$ cat src/hw/lpddr_cfg_pkg.sv
`default_nettype none
package lpddr_cfg_pkg;
    // Address and register widths, register reset values
    localparam int          ADDR_W         = 13;
    localparam int          COL_W          = 10;
    localparam int          OFF_W          = 4;
    localparam logic [12:0] MODE_RST       = 13'h0000;
    localparam logic [12:0] EXT_RST        = 13'h0000;

    // Base mode register fields
    localparam int          BL_LSB         = 0;
    localparam int          BT_BIT         = 3;
    localparam int          CL_LSB         = 4;
    localparam logic [2:0]  BL_CODE_2      = 3'h1;
    localparam logic [2:0]  BL_CODE_4      = 3'h2;
    localparam logic [2:0]  BL_CODE_8      = 3'h3;
    localparam logic [2:0]  BL_CODE_16     = 3'h4;
    localparam logic [3:0]  OFF_MASK_2     = 4'h1;
    localparam logic [3:0]  OFF_MASK_4     = 4'h3;
    localparam logic [3:0]  OFF_MASK_8     = 4'h7;
    localparam logic [3:0]  OFF_MASK_16    = 4'hF;
    localparam logic [2:0]  CL_CODE_2      = 3'h2;
    localparam logic [2:0]  CL_CODE_3      = 3'h3;
    localparam logic [2:0]  CL_CODE_4      = 3'h4;

    // Extended mode register fields
    localparam int          REGION_LSB     = 0;
    localparam int          TEMP_LSB       = 3;
    localparam int          DRV_LSB        = 5;
    localparam logic [2:0]  REGION_OFF     = 3'h0;
    localparam logic [1:0]  TEMP_OFF       = 2'h0;

    // Bank select values choosing the target mode register
    localparam logic [1:0]  BANK_BASE_MODE = 2'h0;
    localparam logic [1:0]  BANK_EXT_MODE  = 2'h2;

    typedef enum logic {BURST_IDLE, BURST_RUN} burst_state_t;
endpackage
`default_nettype wire

$ cat src/hw/lpddr_burst_mode.sv
// Notes on behaviour
// RULE1: Burst lengths two, four and eight work for both ordering types.
// RULE2: Optional sixteen-long burst uses four start-offset bits.
// RULE3: Length two: column A1 up picks block, A0 picks start.
// RULE4: Length four: column A2 up picks block, A0-A1 pick start.
// RULE5: Length eight: column A3 up picks block, A0-A2 pick start.
// RULE6: Length sixteen: column A4 up picks block, A0-A3 pick start.
// RULE7: Burst columns wrap inside the selected block, never crossing it.
// RULE8: Sequential order adds one per element modulo burst length.
// RULE9: Mode bit A3 picks type; interleaved offset is start XOR count.
// RULE10: One programmed burst length serves reads and writes alike.
// RULE11: Latency three gives first read data two clocks after command.
// RULE12: Optional latency two gives one clock, four gives three clocks.
// RULE13: Extended register written with high bank bit set, kept till rewritten; the logic here also clears it on deep power-down.
// RULE14: Controller loads extended register only when idle, then waits.
// RULE15: Extended bits A0-A2 refresh region, A3-A4 temp setting, A5-A7 drive.
// RULE16: Controller writes zero on undefined mode address bits.
// RULE17: Region and temperature settings act only during self refresh.
// RULE18: Controller never programs reserved field encodings.
// RULE19: Base register A0-A2 length, A3 type, A4-A6 read latency.
// RULE20: Outside the reduced region data may be lost in self refresh.
// RULE21: All commands sampled on the rising clock edge.
`timescale 1ns/1ps
`default_nettype none
module lpddr_burst_mode #(
    parameter bit SUPPORT_BL16 = 1'b1
) (
    input  wire logic        clk,
    input  wire logic        sys_rst,
    input  wire logic        cs_n,
    input  wire logic        ras_n,
    input  wire logic        cas_n,
    input  wire logic        we_n,
    input  wire logic        bank_sel_low,
    input  wire logic        bank_sel_high,
    input  wire logic [12:0] addr,
    input  wire logic        self_refresh,
    input  wire logic        deep_power_down,
    output logic      [9:0]  burst_col,
    output logic             burst_valid,
    output logic             burst_is_write,
    output logic             rd_first_data,
    output logic      [2:0]  partial_refresh_region,
    output logic      [1:0]  temp_comp_refresh_setting,
    output logic      [2:0]  drive_strength
);
    localparam int CW = lpddr_cfg_pkg::COL_W;

    logic [12:0] mode_reg;
    logic [12:0] extended_mode_config_reg;
    logic [CW-1:0] block_reg;
    logic [3:0]  start_reg;
    logic [3:0]  cnt_reg;
    logic [3:0]  cnt_next;
    logic [2:0]  rd_pipe_reg;
    logic        write_reg;
    lpddr_cfg_pkg::burst_state_t state_reg;

    // Command decode, all sampled on the rising clock edge
    wire       cmd_mode  = !cs_n && !ras_n && !cas_n && !we_n; // RULE21
    wire       cmd_col   = !cs_n && ras_n && !cas_n;
    wire       cmd_rd    = cmd_col && we_n;
    wire [1:0] bank      = {bank_sel_high, bank_sel_low};
    wire       load_base = cmd_mode && bank == lpddr_cfg_pkg::BANK_BASE_MODE;
    wire       load_ext  = cmd_mode && bank == lpddr_cfg_pkg::BANK_EXT_MODE;

    // Mode fields
    wire [2:0] bl_code = mode_reg[lpddr_cfg_pkg::BL_LSB +: 3]; // RULE19
    wire [2:0] cl_code = mode_reg[lpddr_cfg_pkg::CL_LSB +: 3]; // RULE19
    wire       interleaved = mode_reg[lpddr_cfg_pkg::BT_BIT]; // RULE9

    // Offset mask from the one shared burst length
    wire [3:0] off_mask =                                      // RULE10
        (bl_code == lpddr_cfg_pkg::BL_CODE_2) ? lpddr_cfg_pkg::OFF_MASK_2 :
        (bl_code == lpddr_cfg_pkg::BL_CODE_4) ? lpddr_cfg_pkg::OFF_MASK_4 :
        (bl_code == lpddr_cfg_pkg::BL_CODE_8) ? lpddr_cfg_pkg::OFF_MASK_8 :
        (bl_code == lpddr_cfg_pkg::BL_CODE_16 && SUPPORT_BL16) ?
            lpddr_cfg_pkg::OFF_MASK_16 : 4'h0; // RULE1 RULE2
    wire          bl_ok    = off_mask != 4'h0;
    wire [CW-1:0] col_mask = {{(CW-4){1'b0}}, off_mask};

    // Block select from upper bits, start offset from lower bits
    // RULE3 RULE4 RULE5 RULE6
    wire [CW-1:0] cmd_block = addr[CW-1:0] & ~col_mask;
    wire [3:0]    cmd_start = addr[3:0] & off_mask;

    // Element offset: sequential sum or interleaved XOR, wrapped in block
    assign cnt_next = cnt_reg + 4'h1;
    wire [3:0] off_seq = 4'(start_reg + cnt_next) & off_mask; // RULE8 RULE7
    wire [3:0] off_int = (start_reg ^ cnt_next) & off_mask;   // RULE9 RULE7
    wire [3:0] off_nxt = interleaved ? off_int : off_seq;
    wire       last    = cnt_reg == off_mask;

    // Mode registers; deep power-down drops their contents
    always_ff @(posedge clk or posedge sys_rst) begin
        if (sys_rst) begin
            mode_reg                 <= lpddr_cfg_pkg::MODE_RST;
            extended_mode_config_reg <= lpddr_cfg_pkg::EXT_RST;
        end else if (deep_power_down) begin
            mode_reg                 <= lpddr_cfg_pkg::MODE_RST;
            extended_mode_config_reg <= lpddr_cfg_pkg::EXT_RST; // RULE13
        end else begin
            if (load_base)
                mode_reg <= addr;
            if (load_ext)
                extended_mode_config_reg <= addr; // RULE13
        end
    end

    // Burst column sequencer; a new column command restarts it
    always_ff @(posedge clk or posedge sys_rst) begin
        if (sys_rst) begin
            state_reg <= lpddr_cfg_pkg::BURST_IDLE;
            block_reg <= '0;
            start_reg <= 4'h0;
            cnt_reg   <= 4'h0;
            write_reg <= 1'b0;
            burst_col <= '0;
        end else if (deep_power_down) begin
            state_reg <= lpddr_cfg_pkg::BURST_IDLE;
        end else if (cmd_col && bl_ok) begin
            state_reg <= lpddr_cfg_pkg::BURST_RUN;
            block_reg <= cmd_block;
            start_reg <= cmd_start;
            cnt_reg   <= 4'h0;
            write_reg <= !we_n;
            burst_col <= cmd_block | {{(CW-4){1'b0}}, cmd_start};
        end else begin
            case (state_reg)
                lpddr_cfg_pkg::BURST_RUN: begin
                    if (last) begin
                        state_reg <= lpddr_cfg_pkg::BURST_IDLE;
                    end else begin
                        cnt_reg   <= cnt_next;
                        burst_col <= block_reg |
                                     {{(CW-4){1'b0}}, off_nxt}; // RULE7
                    end
                end
                default: state_reg <= lpddr_cfg_pkg::BURST_IDLE;
            endcase
        end
    end

    assign burst_valid    = state_reg == lpddr_cfg_pkg::BURST_RUN;
    assign burst_is_write = write_reg;

    // Read latency pipe; first data marks latency minus one clocks later
    always_ff @(posedge clk or posedge sys_rst) begin
        if (sys_rst)
            rd_pipe_reg <= 3'h0;
        else
            rd_pipe_reg <= {rd_pipe_reg[1:0], cmd_rd && bl_ok};
    end

    assign rd_first_data =
        (cl_code == lpddr_cfg_pkg::CL_CODE_2) ? rd_pipe_reg[0] : // RULE12
        (cl_code == lpddr_cfg_pkg::CL_CODE_3) ? rd_pipe_reg[1] : // RULE11
        (cl_code == lpddr_cfg_pkg::CL_CODE_4) ? rd_pipe_reg[2] : // RULE12
        1'b0;

    // Extended fields; refresh settings only reach the core in self refresh
    wire [2:0] region_f =
        extended_mode_config_reg[lpddr_cfg_pkg::REGION_LSB +: 3];
    wire [1:0] temp_f =
        extended_mode_config_reg[lpddr_cfg_pkg::TEMP_LSB +: 2];
    assign partial_refresh_region    = self_refresh ? region_f : // RULE20
                                       lpddr_cfg_pkg::REGION_OFF; // RULE17
    assign temp_comp_refresh_setting = self_refresh ? temp_f :
                                       lpddr_cfg_pkg::TEMP_OFF; // RULE17
    assign drive_strength =
        extended_mode_config_reg[lpddr_cfg_pkg::DRV_LSB +: 3]; // RULE15

    // Checks
    property p_base_load;
        @(posedge clk) disable iff (sys_rst)
        load_base && !deep_power_down |=> mode_reg == $past(addr);
    endproperty
    a_base_load: assert property (p_base_load) // RULE19
        else $error("base mode register not loaded");

    property p_ext_load;
        @(posedge clk) disable iff (sys_rst)
        load_ext && !deep_power_down |=> drive_strength == $past(addr[7:5]);
    endproperty
    a_ext_load: assert property (p_ext_load) // RULE13
        else $error("extended register load missed");

    property p_block_stay;
        @(posedge clk) disable iff (sys_rst)
        burst_valid && $past(burst_valid) && !$past(cmd_col)
            |-> (burst_col & ~col_mask) == ($past(burst_col) & ~col_mask);
    endproperty
    a_block_stay: assert property (p_block_stay) // RULE7
        else $error("burst left its block");

    property p_seq_step;
        @(posedge clk) disable iff (sys_rst)
        burst_valid && !interleaved && !last && !cmd_col && !deep_power_down
            |=> (burst_col[3:0] & $past(off_mask)) ==
                (4'($past(burst_col[3:0]) + 4'h1) & $past(off_mask));
    endproperty
    a_seq_step: assert property (p_seq_step) // RULE8
        else $error("sequential step wrong");

    property p_int_step;
        @(posedge clk) disable iff (sys_rst)
        burst_valid && interleaved
            |-> (burst_col[3:0] & off_mask) == (start_reg ^ cnt_reg);
    endproperty
    a_int_step: assert property (p_int_step) // RULE9
        else $error("interleaved offset wrong");

    property p_cl3;
        @(posedge clk) disable iff (sys_rst)
        cmd_rd && bl_ok && cl_code == lpddr_cfg_pkg::CL_CODE_3 && !load_base
            ##0 !deep_power_down
            |-> !rd_first_data ##1 !rd_first_data ##1 rd_first_data;
    endproperty
    a_cl3: assert property (p_cl3) // RULE11
        else $error("latency three timing wrong");

    property p_cl2;
        @(posedge clk) disable iff (sys_rst)
        cmd_rd && bl_ok && cl_code == lpddr_cfg_pkg::CL_CODE_2 && !load_base
            && !deep_power_down |=> rd_first_data;
    endproperty
    a_cl2: assert property (p_cl2) // RULE12
        else $error("latency two timing wrong");

    property p_sr_gate;
        @(posedge clk) disable iff (sys_rst)
        !self_refresh |-> partial_refresh_region == 3'h0 &&
                          temp_comp_refresh_setting == 2'h0;
    endproperty
    a_sr_gate: assert property (p_sr_gate) // RULE17
        else $error("refresh setting active outside self refresh");

    property p_bl2_len;
        @(posedge clk) disable iff (sys_rst)
        cmd_col && bl_code == lpddr_cfg_pkg::BL_CODE_2 && !deep_power_down
            ##1 !cmd_col [*2] |=> !burst_valid;
    endproperty
    a_bl2_len: assert property (p_bl2_len) // RULE1
        else $error("length two burst did not end");

    property p_start_col;
        @(posedge clk) disable iff (sys_rst)
        cmd_col && bl_ok && !deep_power_down
            |=> burst_valid && burst_col == $past(addr[CW-1:0]);
    endproperty
    a_start_col: assert property (p_start_col) // RULE3
        else $error("burst did not start at column");

    c_read: cover property (@(posedge clk) disable iff (sys_rst)
        rd_first_data);
    c_intl8: cover property (@(posedge clk) disable iff (sys_rst)
        burst_valid && interleaved && off_mask == 4'h7 && last);
    c_sr: cover property (@(posedge clk) disable iff (sys_rst)
        self_refresh && partial_refresh_region != 3'h0);
endmodule
`default_nettype wire

$ cat config.mk
export PLATFORM = sky130hd
export DESIGN_NAME = lpddr_burst_mode
export DESIGN_NICKNAME = d
export VERILOG_FILES = /design/src/hw/lpddr_cfg_pkg.sv /design/src/hw/lpddr_burst_mode.sv
export SDC_FILE = /design/constraint.sdc
export NUM_CORES = 1
export LEC_CHECK = 0
export BUFFER_PORTS_ARGS = -buffer_cell sky130_fd_sc_hd__buf_2
export CAP_MARGIN = 20
export CORE_ASPECT_RATIO = 1.4
export CORE_MARGIN = 1
export CORE_UTILIZATION = 57
export CTS_BUF_LIST = sky130_fd_sc_hd__clkbuf_4
export DETAILED_ROUTE_END_ITERATION = 10
export HOLD_SLACK_MARGIN = 0.03
export PLACE_DENSITY = 0.81
export REMOVE_ABC_BUFFERS = 1
export SLEW_MARGIN = 10
export SYNTH_ARGS = -nofsm -noshare
export SYNTH_HDL_FRONTEND = slang
export SYNTH_SLANG_ARGS = --single-unit
$ cat constraint.sdc
create_clock -name clk -period 3.2 [get_ports clk]
set_clock_uncertainty 0.2 [all_clocks]
set_input_delay 0.16 -clock clk [delete_from_list [all_inputs] [get_ports clk]]
set_output_delay 0.16 -clock clk [all_outputs]
set_load 0.01 [all_outputs]
==> results.md, run 1 <==
- Max-Cap Viols: 0
- Max-slew violation total from the final report: 0
- Crit. path cell count: 6
- Placement Setup Slack: 783 ps
- Crit end category: register
- Met1 WL: between 2000 and 2500 um
- Power consumption: about 1.1 mW
- Routed length per instance: approximately 15 um
- Setup TNS: 0 ps
- Number of clock sinks: between 40 and 50
- Yosys top cell area share: 49.1%
- Tightest Pin Transition: a little under 900 ps
- H-tree lvl count: 2
- Final net count: between 300 and 400
- Distinct cells, synth: between 40 and 50
- Initial core utilization: 60.8%
- Crit path kind: register to register
- Area contributors post-synth: dfrtp_1 49%, nand2_1 7.7%, mux2i_1 6.1%
- Pleak: between 1.5 and 2 nW
- WHS: between 100 and 150 ps
- Die area: 4560 um^2
- Iter 0 DRT Violations: 66
- Min Tclk post-route: 2470 ps
- Antenna violations before repair: 0
- Buffers on Ports: 40
- Drt via density: about 5.6
- Worst path bufs/invs: 1
- Met3 wire len: ~160 um
- Number of global-route vias before repair: approximately 1900
- Fillers: 288
- Setup WS post-layout: 730 ps
- CP delay by family, top: simple AND/OR/NAND/NOR gates
- WL final: 5210 um
- DR DRC count: 2
- TritonCTS Buffers: 5
- ANT nets after route: 0
- Final setup fails: 0
- DR WL met2: around 2700 um
- Inst Count DP: 313
- First-pass GRT wire length: about 8800 um
- CTS tree: yes
- Failing checks: design-rule violations
- Antenna cells: 0
- Largest net degree at the start of global routing: slightly below 50
- CTS clk-pin slew, worst paths: about 140 ps
- CTS-repair resized insts: 0
- Syn Inst Count: 240
- Critical-path top delay cell: dfrtp_1
- Gr usage total: between 20% and 30%
- Worst VDD drop: 0.282 mV
- CP Cell Sequence: nor2_1 -> xnor2_1 -> and2_2 -> nand2b_1 -> buf_4 -> o31ai_1
- Pwr Density: ~380 nW/um^2
- R2r endpoint: block_reg[2]
- Startpoint Class: register
- Primary FF master, synth: dfrtp_1
- Post-synth top cells: 50 x nand2_1, 48 x dfrtp_1, 25 x nor2_1
- DR pass1 iterations: 7
- Core Footprint: 4020 um^2
- Path depth of the worst reg2reg path: 6
- Fin crit share: 77.2%
- Layout area overhead: 16.5%
- Mapped cell area: approximately 2400 um^2
- Dominant cell type by area after synthesis: dfrtp_1
- Sequential element share of the synthesized area: ~49%
- Crit Path Max Fanout: 10
- Status: complete, but fails checks
- Min-delay worst type: input pin to asynchronous set/reset pin
- CP Capture Point: block_reg[2]
- Arr. time, crit path: 2550 ps
- RePlAce Congestion: 0.902
- CTS max path bufs: 2
- Post-synth EDFFs: 0
- Non-Filler Instances: about 340
- Reg2reg start: mode_reg[0]
- FFs w/ async S/R, synth: 100%
- Required @ worst endpoint: 3280 ps
- FF+latch count, synth: 48
- Clk_lat worst skew: 360 ps
- F_max: ~400 MHz
- FP Rows: 27
- Max_slew headroom: between 40% and 50%
- Share of layout cells above drive strength 1: ~24%
- Yosys warning count: 0
- CP peak stage delay: approximately 500 ps
- Die height: slightly below 80 um
- Final hold violation count: 0
- Dpl hpwl: 3500 um
- R2R Setup Slk: about 730 ps
- Beginning of the critical path: mode_reg[0]
- Detailed-route via count: around 1900
- Io pins: 44
- Syn Area/Cell: between 10 and 15 um^2
- Congestion Overflow GR: 0
- Clk root buf: clkbuf_4
- Die width: ~57 um
- RSZ-0062 raised after global routing: no
- Top-count cell post-synth: nand2_1
- Top layer in use: met4
==> layer usage <==
layer / vias up / GRT usage [%]
met2: 39 / 45.3
met5: - / 0
met4: 0 / 9.51
met3: 9 / 3.89
met1: 937 / 30.5
li1: 899 / -
==> tightest hold or removal path: cells and delay by family <==
| kind | cells | cell delay [ps] |
|---|---|---|
| buffers and inverters | 3 | 970 |
==> layout make-up <==
cell class / count / area, um^2 / share of cell area [%]
Sequential cell: 48 / 1200 / 42.2
Inverter: 12 / 45.0 / 1.58
Tap cell: 43 / 53.8 / 1.89
Clock inverter: 2 / 11.3 / 0.395
Multi-Input combinational cell: 168 / 1110 / 38.9
Clock buffer: 6 / 45.0 / 1.58
Timing Repair Buffer: 58 / 385 / 13.5
==> cell families after synthesis <==
| group | share of synthesized area, % |
|---|---|
| simple gates | 19.6 |
| fa+ha+maj | 2.86 |
| flops | 49.1 |
| xor+xnor | 3.17 |
| buf+inv | 5.63 |
| compound gates | 9.21 |
| mux | 10.4 |
==> metrics by stage <==
stage | util (%) | cell area, um^2
5_1_grt | 70.9 | 2850
3_3_place_gp | 65.2 | 2620
6_report | 70.9 | 2850
2_1_floorplan | - | 2350
3_5_place_dp | 65.2 | 2620
4_1_cts | 70.4 | 2830
==> cells in the final DEF, fill, tap and decap left out, types with 4 or more instances in the layout <==
master,n
dfrtp_1,48
o21ai_0,6
clkbuf_4,6
mux2_2,4
inv_1,11
dlygate4sd3_1,15
and2_1,7
nor2_1,25
xnor2_1,5
ha_1,4
nand3_1,5
mux2i_1,15
nand2_1,50
mux2_4,4
buf_2,40
a21oi_1,6
==> how the worst min path moves through the flow <==
stage,from,to,slack (ps),cells past startpoint
after floorplan,deep_power_down,extended_mode_config_reg[0],30,1
after global placement,rd_pipe_reg[1],rd_pipe_reg[2],160,0
after detailed placement,rd_pipe_reg[1],rd_pipe_reg[2],170,0
after CTS,bank_sel_high,mode_reg[0],120,4
after global routing,sys_rst,mode_reg[6],140,3
final,sys_rst,mode_reg[5],110,3
==> report_power, final <==
| group | leakage, nW | total (mW) | switching [mW] | internal (mW) |
|---|---|---|---|---|
| Sequential | 0.645 | 0.644 | 0.0165 | 0.627 |
| Clock | 0.0293 | 0.286 | 0.194 | 0.0924 |
| Combinational | 0.861 | 0.151 | 0.0818 | 0.0692 |
==> repair_timing <==
action / CTS / global route
hold endpoints to repair: 88 / 0
buffers inserted: 0 / 0
hold buffers: 15 / 0
Power figures use the tool's default switching activity.
==> run 2: changes to the inputs <==
Settings changed: CORE_UTILIZATION 57 to 52, PLACE_DENSITY 0.81 to 0.78.
Clock period 3.2 ns to 2.1 ns, I/O delays scaled along.
==> run 2 against run 1 <==
The flow finishes with violations (negative setup slack). Sequential share of layout area fell by 4.9 points. Die area rose by 9.3%. Clock power rose by 51%. Total power rose by 62%. Routed wire length rose by 10%. Clock-buffer cell count fell by 1. Utilization rose by 0.36 points. Critical endpoint is now burst_col[8].
==> results.md, run 2 (same netlist as run 1, synthesis figures left out) <==
- CP peak stage delay: 450 ps (was 500 ps)
- Antenna cells: 0 (unchanged)
- DR pass1 iterations: 4 (was 7)
- Fin crit share: 104% (was 77.2%)
- First-pass GRT wire length: 9360 um (was 8810 um)
- Min Tclk post-route: 2190 ps (was 2470 ps)
- Min-delay worst type: input pin to register (was input pin to asynchronous set/reset pin)
- Required @ worst endpoint: 2160 ps (was 3280 ps)
- Largest net degree at the start of global routing: 49 (unchanged)
- Startpoint Class: register (unchanged)
- Io pins: 44 (unchanged)
- Iter 0 DRT Violations: 87 (was 66)
- Crit Path Max Fanout: 6 (was 10)
- CTS clk-pin slew, worst paths: 150 ps (was 140 ps)
- Tightest Pin Transition: 652 ps (was 873 ps)
- Pwr Density: 543 nW/um^2 (was 379 nW/um^2)
- Die height: 83.2 um (was 79.5 um)
- Arr. time, crit path: 2250 ps (was 2550 ps)
- Final setup fails: 12 (was 0)
- Detailed-route via count: 2033 (was 1884)
- Dpl hpwl: 3910 um (was 3500 um)
- Logic pwr share: 19.5% (was 14.0%)
- Congestion Overflow GR: 0 (unchanged)
- Clk root buf: clkbuf_4 (unchanged)
- Max-Cap Viols: 0 (unchanged)
- Clk pwr share: 24.6% (was 26.5%)
- Max-slew violation total from the final report: 0 (unchanged)
- CTS tree: yes (unchanged)
- Buffers on Ports: 40 (unchanged)
- TritonCTS Buffers: 5 (unchanged)
- ANT nets after route: 0 (unchanged)
- CTS max path bufs: 2 (unchanged)
- Gr usage total: 25.2% (was 25.5%)
- Crit end category: register (unchanged)
- Sequential power share: 55.9% (was 59.6%)
- Share of layout cells above drive strength 1: 36.4% (was 24.1%)
- Die area: 4990 um^2 (was 4560 um^2)
- Crit path kind: register to register (unchanged)
- Post-Place Cell Area: 2820 um^2 (was 2620 um^2)
- Antenna violations before repair: 0 (unchanged)
- Final net count: 348 (was 321)
- Die width: 60.0 um (was 57.4 um)
- RSZ-0062 raised after global routing: yes (was no)
- Routed length per instance: 15.0 um (was 15.5 um)
- Final hold violation count: 0 (unchanged)
- Setup WS post-layout: -85.3 ps (was 730 ps)
- Drt via density: 5.31 (was 5.59)
- F_max: 458 MHz (was 405 MHz)
- Failing checks: negative setup slack (was design-rule violations)
- Switch share: 28.1% (was 27.0%)
- WL final: 5740 um (was 5210 um)
- Initial core utilization: 53.9% (was 60.8%)
- Clk_lat worst skew: 370 ps (was 360 ps)
- CP Cell Sequence: and2b_2 -> or2_4 -> xor2_4 -> a2bb2oi_4 -> a21o_4 -> mux2_4 (was nor2_1 -> xnor2_1 -> and2_2 -> nand2b_1 -> buf_4 -> o31ai_1)
- Status: complete, but fails checks (unchanged)
- Final non-filler cell area: 3230 um^2 (was 2850 um^2)
- Critical-path top delay cell: dfrtp_1 (unchanged)
- Max_slew headroom: 56.4% (was 41.6%)
- Pleak: 1.69 nW (was 1.53 nW)
- End-of-flow core utilization: 71.2% (was 70.9%)
- Layout area overhead: 32.1% (was 16.5%)
- Internal power: 1.26 mW (was 0.789 mW)
- Number of clock sinks: 48 (unchanged)
- Number of global-route vias before repair: 2081 (was 1934)
- H-tree lvl count: 2 (unchanged)
- RePlAce Congestion: 0.856 (was 0.902)
- FP Rows: 29 (was 27)
- Most common cell after layout, fill and taps aside: nand2_1 (unchanged)
- Commonest cells after routing, fill and taps aside: 50 x nand2_1, 45 x dfrtp_1, 40 x buf_2, 22 x nor2_1, 22 x buf_4 (was 50 x nand2_1, 48 x dfrtp_1, 40 x buf_2, 25 x nor2_1)
- Core Footprint: 4540 um^2 (was 4020 um^2)
- Worst VDD drop: 0.378 mV (was 0.282 mV)
- P_sw: 0.494 mW (was 0.292 mW)
- DR DRC count: 0 (was 2)
-- run 2: area by class of cell --
type | count | area [um^2]
fill | 333 | 1310
multi-input combinational | 169 | 1250
sequential | 48 | 1200
timing repair buffer | 84 | 596
tap | 62 | 77.6
inverter | 12 | 45.0
clock buffer | 5 | 37.5
clock inverter | 3 | 18.8
-- run 2: worst max-delay path: cells and delay by family (launching register included) --
kind	cells	cell delay (ps)
flops	1	450
mux	1	310
compound gates	2	440
xor+xnor	1	160
simple gates	2	490
-- run 2: metal layers --
layer	part of all wire [%]	global-route usage (%)	up-vias
li1	-	-	960
met1	41	31.3	998
met2	52	40.3	58
met3	3.5	5.45	17
met4	3.5	12.7	0
met5	0	0	-
-- run 2: what timing repair did --
item,4_1_cts,5_1_grt
cloned,1,0
hold buffers,14,0
setup buffers,4,3
hold endpoints to repair,88,0
pin swaps,13,6
gates resized for setup,25,12
endpoints found under the setup margin,12,29
-- run 2: through the flow --
step / std cells / power [mW] / hold slack (ps) / worst slack [ps] / TNS, ps
final: 383 / 1.75 / 50.4 / -85.3 / -669
after global placement: 355 / 1.22 / 90.1 / -100 / -506
after floorplan: 228 / 1.12 / -28.6 / -128 / -207
after detailed placement: 355 / 1.24 / 97.9 / -180 / -812
after global routing: 383 / 1.83 / 65.3 / -156 / -1530
after CTS: 380 / 1.75 / 37.5 / -68.3 / -510
-- run 2: power groups by stage --
stage / Clock, mW / Sequential, mW / Combinational, mW
finish: 0.432 / 0.980 / 0.343
global route: 0.473 / 0.984 / 0.377
CTS: 0.438 / 0.979 / 0.337
detailed placement: 0 / 0.992 / 0.245
global placement: 0 / 0.990 / 0.232
floorplan: 0 / 1.00 / 0.120
-- run 2: worst paths after layout --
path | from | endpoint | slack, ps | cells after the start
min in group asynchronous | sys_rst | extended_mode_config_reg[2] | 210 | 4
hold / removal | bank_sel_high | mode_reg[4] | 50 | 5
hold reg to reg | rd_pipe_reg[0] | rd_pipe_reg[1] | 210 | 0
setup reg to reg | mode_reg[2] | burst_col[8] | -90 | 6
setup / recovery | mode_reg[2] | burst_col[8] | -90 | 6
max in group asynchronous | sys_rst | cnt_reg[2] | 1020 | 4
==> run 3: changes to the inputs <==
Settings changed: BUFFER_PORTS_ARGS -buffer_cell sky130_fd_sc_hd__buf_2 to default, CORE_UTILIZATION 52 to 59, DONT_BUFFER_PORTS from default to 1.
==> run 3 against run 2 <==
The flow still finishes with violations (negative setup slack). Register-to-register slack worse by 100 ps. Final area down 1.5%. Clock-buffer cell count is 1 higher. Sequential power rose by 0.9%. Routed wire length up 14%. Via count shrank 0.20%. Clock power down 1%. Worst setup slack worse by 100 ps. Global-route usage is 7.3 points higher. Die area decreased by 12%. Cell count decreased by 9.9%.
==> results.md, run 3 (same netlist as run 1, synthesis figures left out) <==
- Critical-path top delay cell: dfrtp_2 (was dfrtp_1)
- Number of global-route vias before repair: 2221 (was 2081)
- Clk root buf: clkbuf_4 (unchanged)
- Number of clock sinks: 48 (unchanged)
- FP Rows: 27 (was 29)
- CTS clk-pin slew, worst paths: 140 ps (was 150 ps)
- CTS max path bufs: 2 (unchanged)
- Crit end category: register (unchanged)
- Clk_lat worst skew: 370 ps (about the same)
- Share of layout cells above drive strength 1: 26.5% (was 36.4%)
- RSZ-0062 raised after global routing: yes (unchanged)
- Iter 0 DRT Violations: 57 (was 87)
- Congestion Overflow GR: 0 (unchanged)
- ANT nets after route: 0 (unchanged)
- Inst Count DP: 298 (was 355)
- Crit path kind: register to register (unchanged)
- Detailed-route via count: 2029 (was 2033)
- Antenna cells: 0 (unchanged)
- Final setup fails: 16 (was 12)
- Io pins: 44 (unchanged)
- DR pass1 iterations: 5 (was 4)
- End-of-flow core utilization: 80.5% (was 71.2%)
- Gr usage total: 32.5% (was 25.2%)
- Core Footprint: 3950 um^2 (was 4540 um^2)
- Power consumption: 1.71 mW (was 1.75 mW)
- Antenna violations before repair: 0 (unchanged)
- CP delay by family, top: compound AO/OA/AOI/OAI gates (was simple AND/OR/NAND/NOR gates)
- Max-slew violation total from the final report: 0 (unchanged)
- Pwr Density: 537 nW/um^2 (was 543 nW/um^2)
- Failing checks: negative setup slack (unchanged)
- Post-Place Cell Area: 2610 um^2 (was 2820 um^2)
- Most common cell after layout, fill and taps aside: nand2_1 (unchanged)
- Largest net degree at the start of global routing: 22 (was 49)
- Initial core utilization: 61.9% (was 53.9%)
- TritonCTS Buffers: 5 (unchanged)
- Final hold violation count: 0 (unchanged)
- Crit Path Max Fanout: 5 (was 6)
- WL final: 6560 um (was 5740 um)
- Final non-filler cell area: 3180 um^2 (was 3230 um^2)
- Fillers: 218 (was 333)
- Worst VDD drop: 0.520 mV (was 0.378 mV)
- Final net count: 330 (was 348)
- Die height: 78.2 um (was 83.2 um)
- Fin crit share: 109% (was 104%)
- Min Tclk post-route: 2290 ps (was 2190 ps)
- Required @ worst endpoint: 2170 ps (was 2160 ps)
- Buffers on Ports: 0 (was 40)
- Arr. time, crit path: 2360 ps (was 2250 ps)
- Commonest cells after routing, fill and taps aside: 50 x nand2_1, 45 x dfrtp_1, 34 x buf_4, 30 x dlygate4sd3_1, 23 x nor2_1 (was 50 x nand2_1, 45 x dfrtp_1, 40 x buf_2, 22 x nor2_1, 22 x buf_4)
- CTS tree: yes (unchanged)
- Layout area overhead: 30.1% (was 32.1%)
- Dpl hpwl: 3890 um (was 3910 um)
- Setup WS post-layout: -188 ps (was -85.3 ps)
- F_max: 437 MHz (was 458 MHz)
- Routed length per instance: 19.0 um (was 15.0 um)
- Pleak: 1.65 nW (was 1.69 nW)
- Non-Filler Instances: 345 (was 383)
- Die width: 56.4 um (was 60.0 um)
- Die area: 4410 um^2 (was 4990 um^2)
- Worst path bufs/invs: 1 (was 0)
- RePlAce Congestion: 0.859 (was 0.856)
- CP Cell Sequence: nor2_4 -> xnor2_2 -> o41ai_4 -> a2bb2oi_4 -> nor3_2 -> buf_4 -> a222oi_1 (was and2b_2 -> or2_4 -> xor2_4 -> a2bb2oi_4 -> a21o_4 -> mux2_4)
- Max-Cap Viols: 0 (unchanged)
- First-pass GRT wire length: 10800 um (was 9360 um)
- Max_slew headroom: 63.0% (was 56.4%)
- H-tree lvl count: 2 (unchanged)
- Drt via density: 5.88 (was 5.31)
- CP peak stage delay: 500 ps (was 450 ps)
- Startpoint Class: register (unchanged)
- Tightest Pin Transition: 553 ps (was 652 ps)
- DR DRC count: 0 (unchanged)
- Min-delay worst type: input pin to asynchronous set/reset pin (was input pin to register)
- Status: complete, but fails checks (unchanged)
run 3: changes by cell type in the layout (fill, tap and decap cells not counted), sizes merged:
| cell | before | now |
|---|---|---|
| buf | 70 | 36 |
| dlygate4sd3 | 14 | 30 |
| clkinvlp | 2 | 0 |
| clkbuf | 5 | 6 |
run 3: final cells by class:
type / count / area, um^2 / area share (%)
well taps: 43 / 53.8 / 1.69
repair buffers: 66 / 578 / 18.2
multi-input cells: 169 / 1250 / 39.3
flip-flops and latches: 48 / 1200 / 37.9
inverters: 12 / 45.0 / 1.42
clock buffers: 6 / 45.0 / 1.42
clock inverters: 1 / 5.00 / 0.157
run 3: metal layers:
layer | global-route usage, % | part of all wire, %
met2 | 55.5 | 53
met5 | 0 | 0
met1 | 37.2 | 40
met3 | 7.08 | 3.8
met4 | 18.5 | 3.9
run 3: through the flow:
stage	TNS [ps]	worst slack (ps)	hold slack, ps
after floorplan	-207	-128	-28.6
after global placement	-438	-102	-274
after detailed placement	-1090	-147	-269
after CTS	-1210	-119	30.7
after global routing	-3170	-221	43.1
final	-2320	-188	37.7
run 3: path summary, 6_finish.rpt:
kind | endpoint | cells past startpoint | startpoint | slack, ps
min reg2reg | rd_pipe_reg[1] | 0 | rd_pipe_reg[0] | 210
max in group asynchronous | mode_reg[0] | 3 | sys_rst | 800
max reg2reg | burst_col[1] | 7 | mode_reg[1] | -190
min | cnt_reg[1] | 3 | sys_rst | 40
min in group clk | extended_mode_config_reg[1] | 2 | deep_power_down | 130
max | burst_col[1] | 7 | mode_reg[1] | -190
run 3: worst reg2reg max path: cells and delay by family (launching register included):
kind                      cells  cell delay, ps
AOI/OAI and AO/OA             3             930
xor gates and xnor gates      1             120
DFF                           1             500
buffers and inverters         1             190
and+or+nand+nor               2             240
run 3: power by group:
part	switching (mW)	internal, mW	leakage, nW
clock network	0.291	0.137	0.0315
registers	0.0326	0.956	0.640
logic	0.142	0.152	0.977
run 3: repair_timing:
item,in CTS,in global routing
hold endpoints to repair,93,0
cloned,1,0
buffers inserted,8,3
gates resized for setup,23,5
setup endpoints to repair,12,30
pin swaps,19,8
hold buffers,30,0
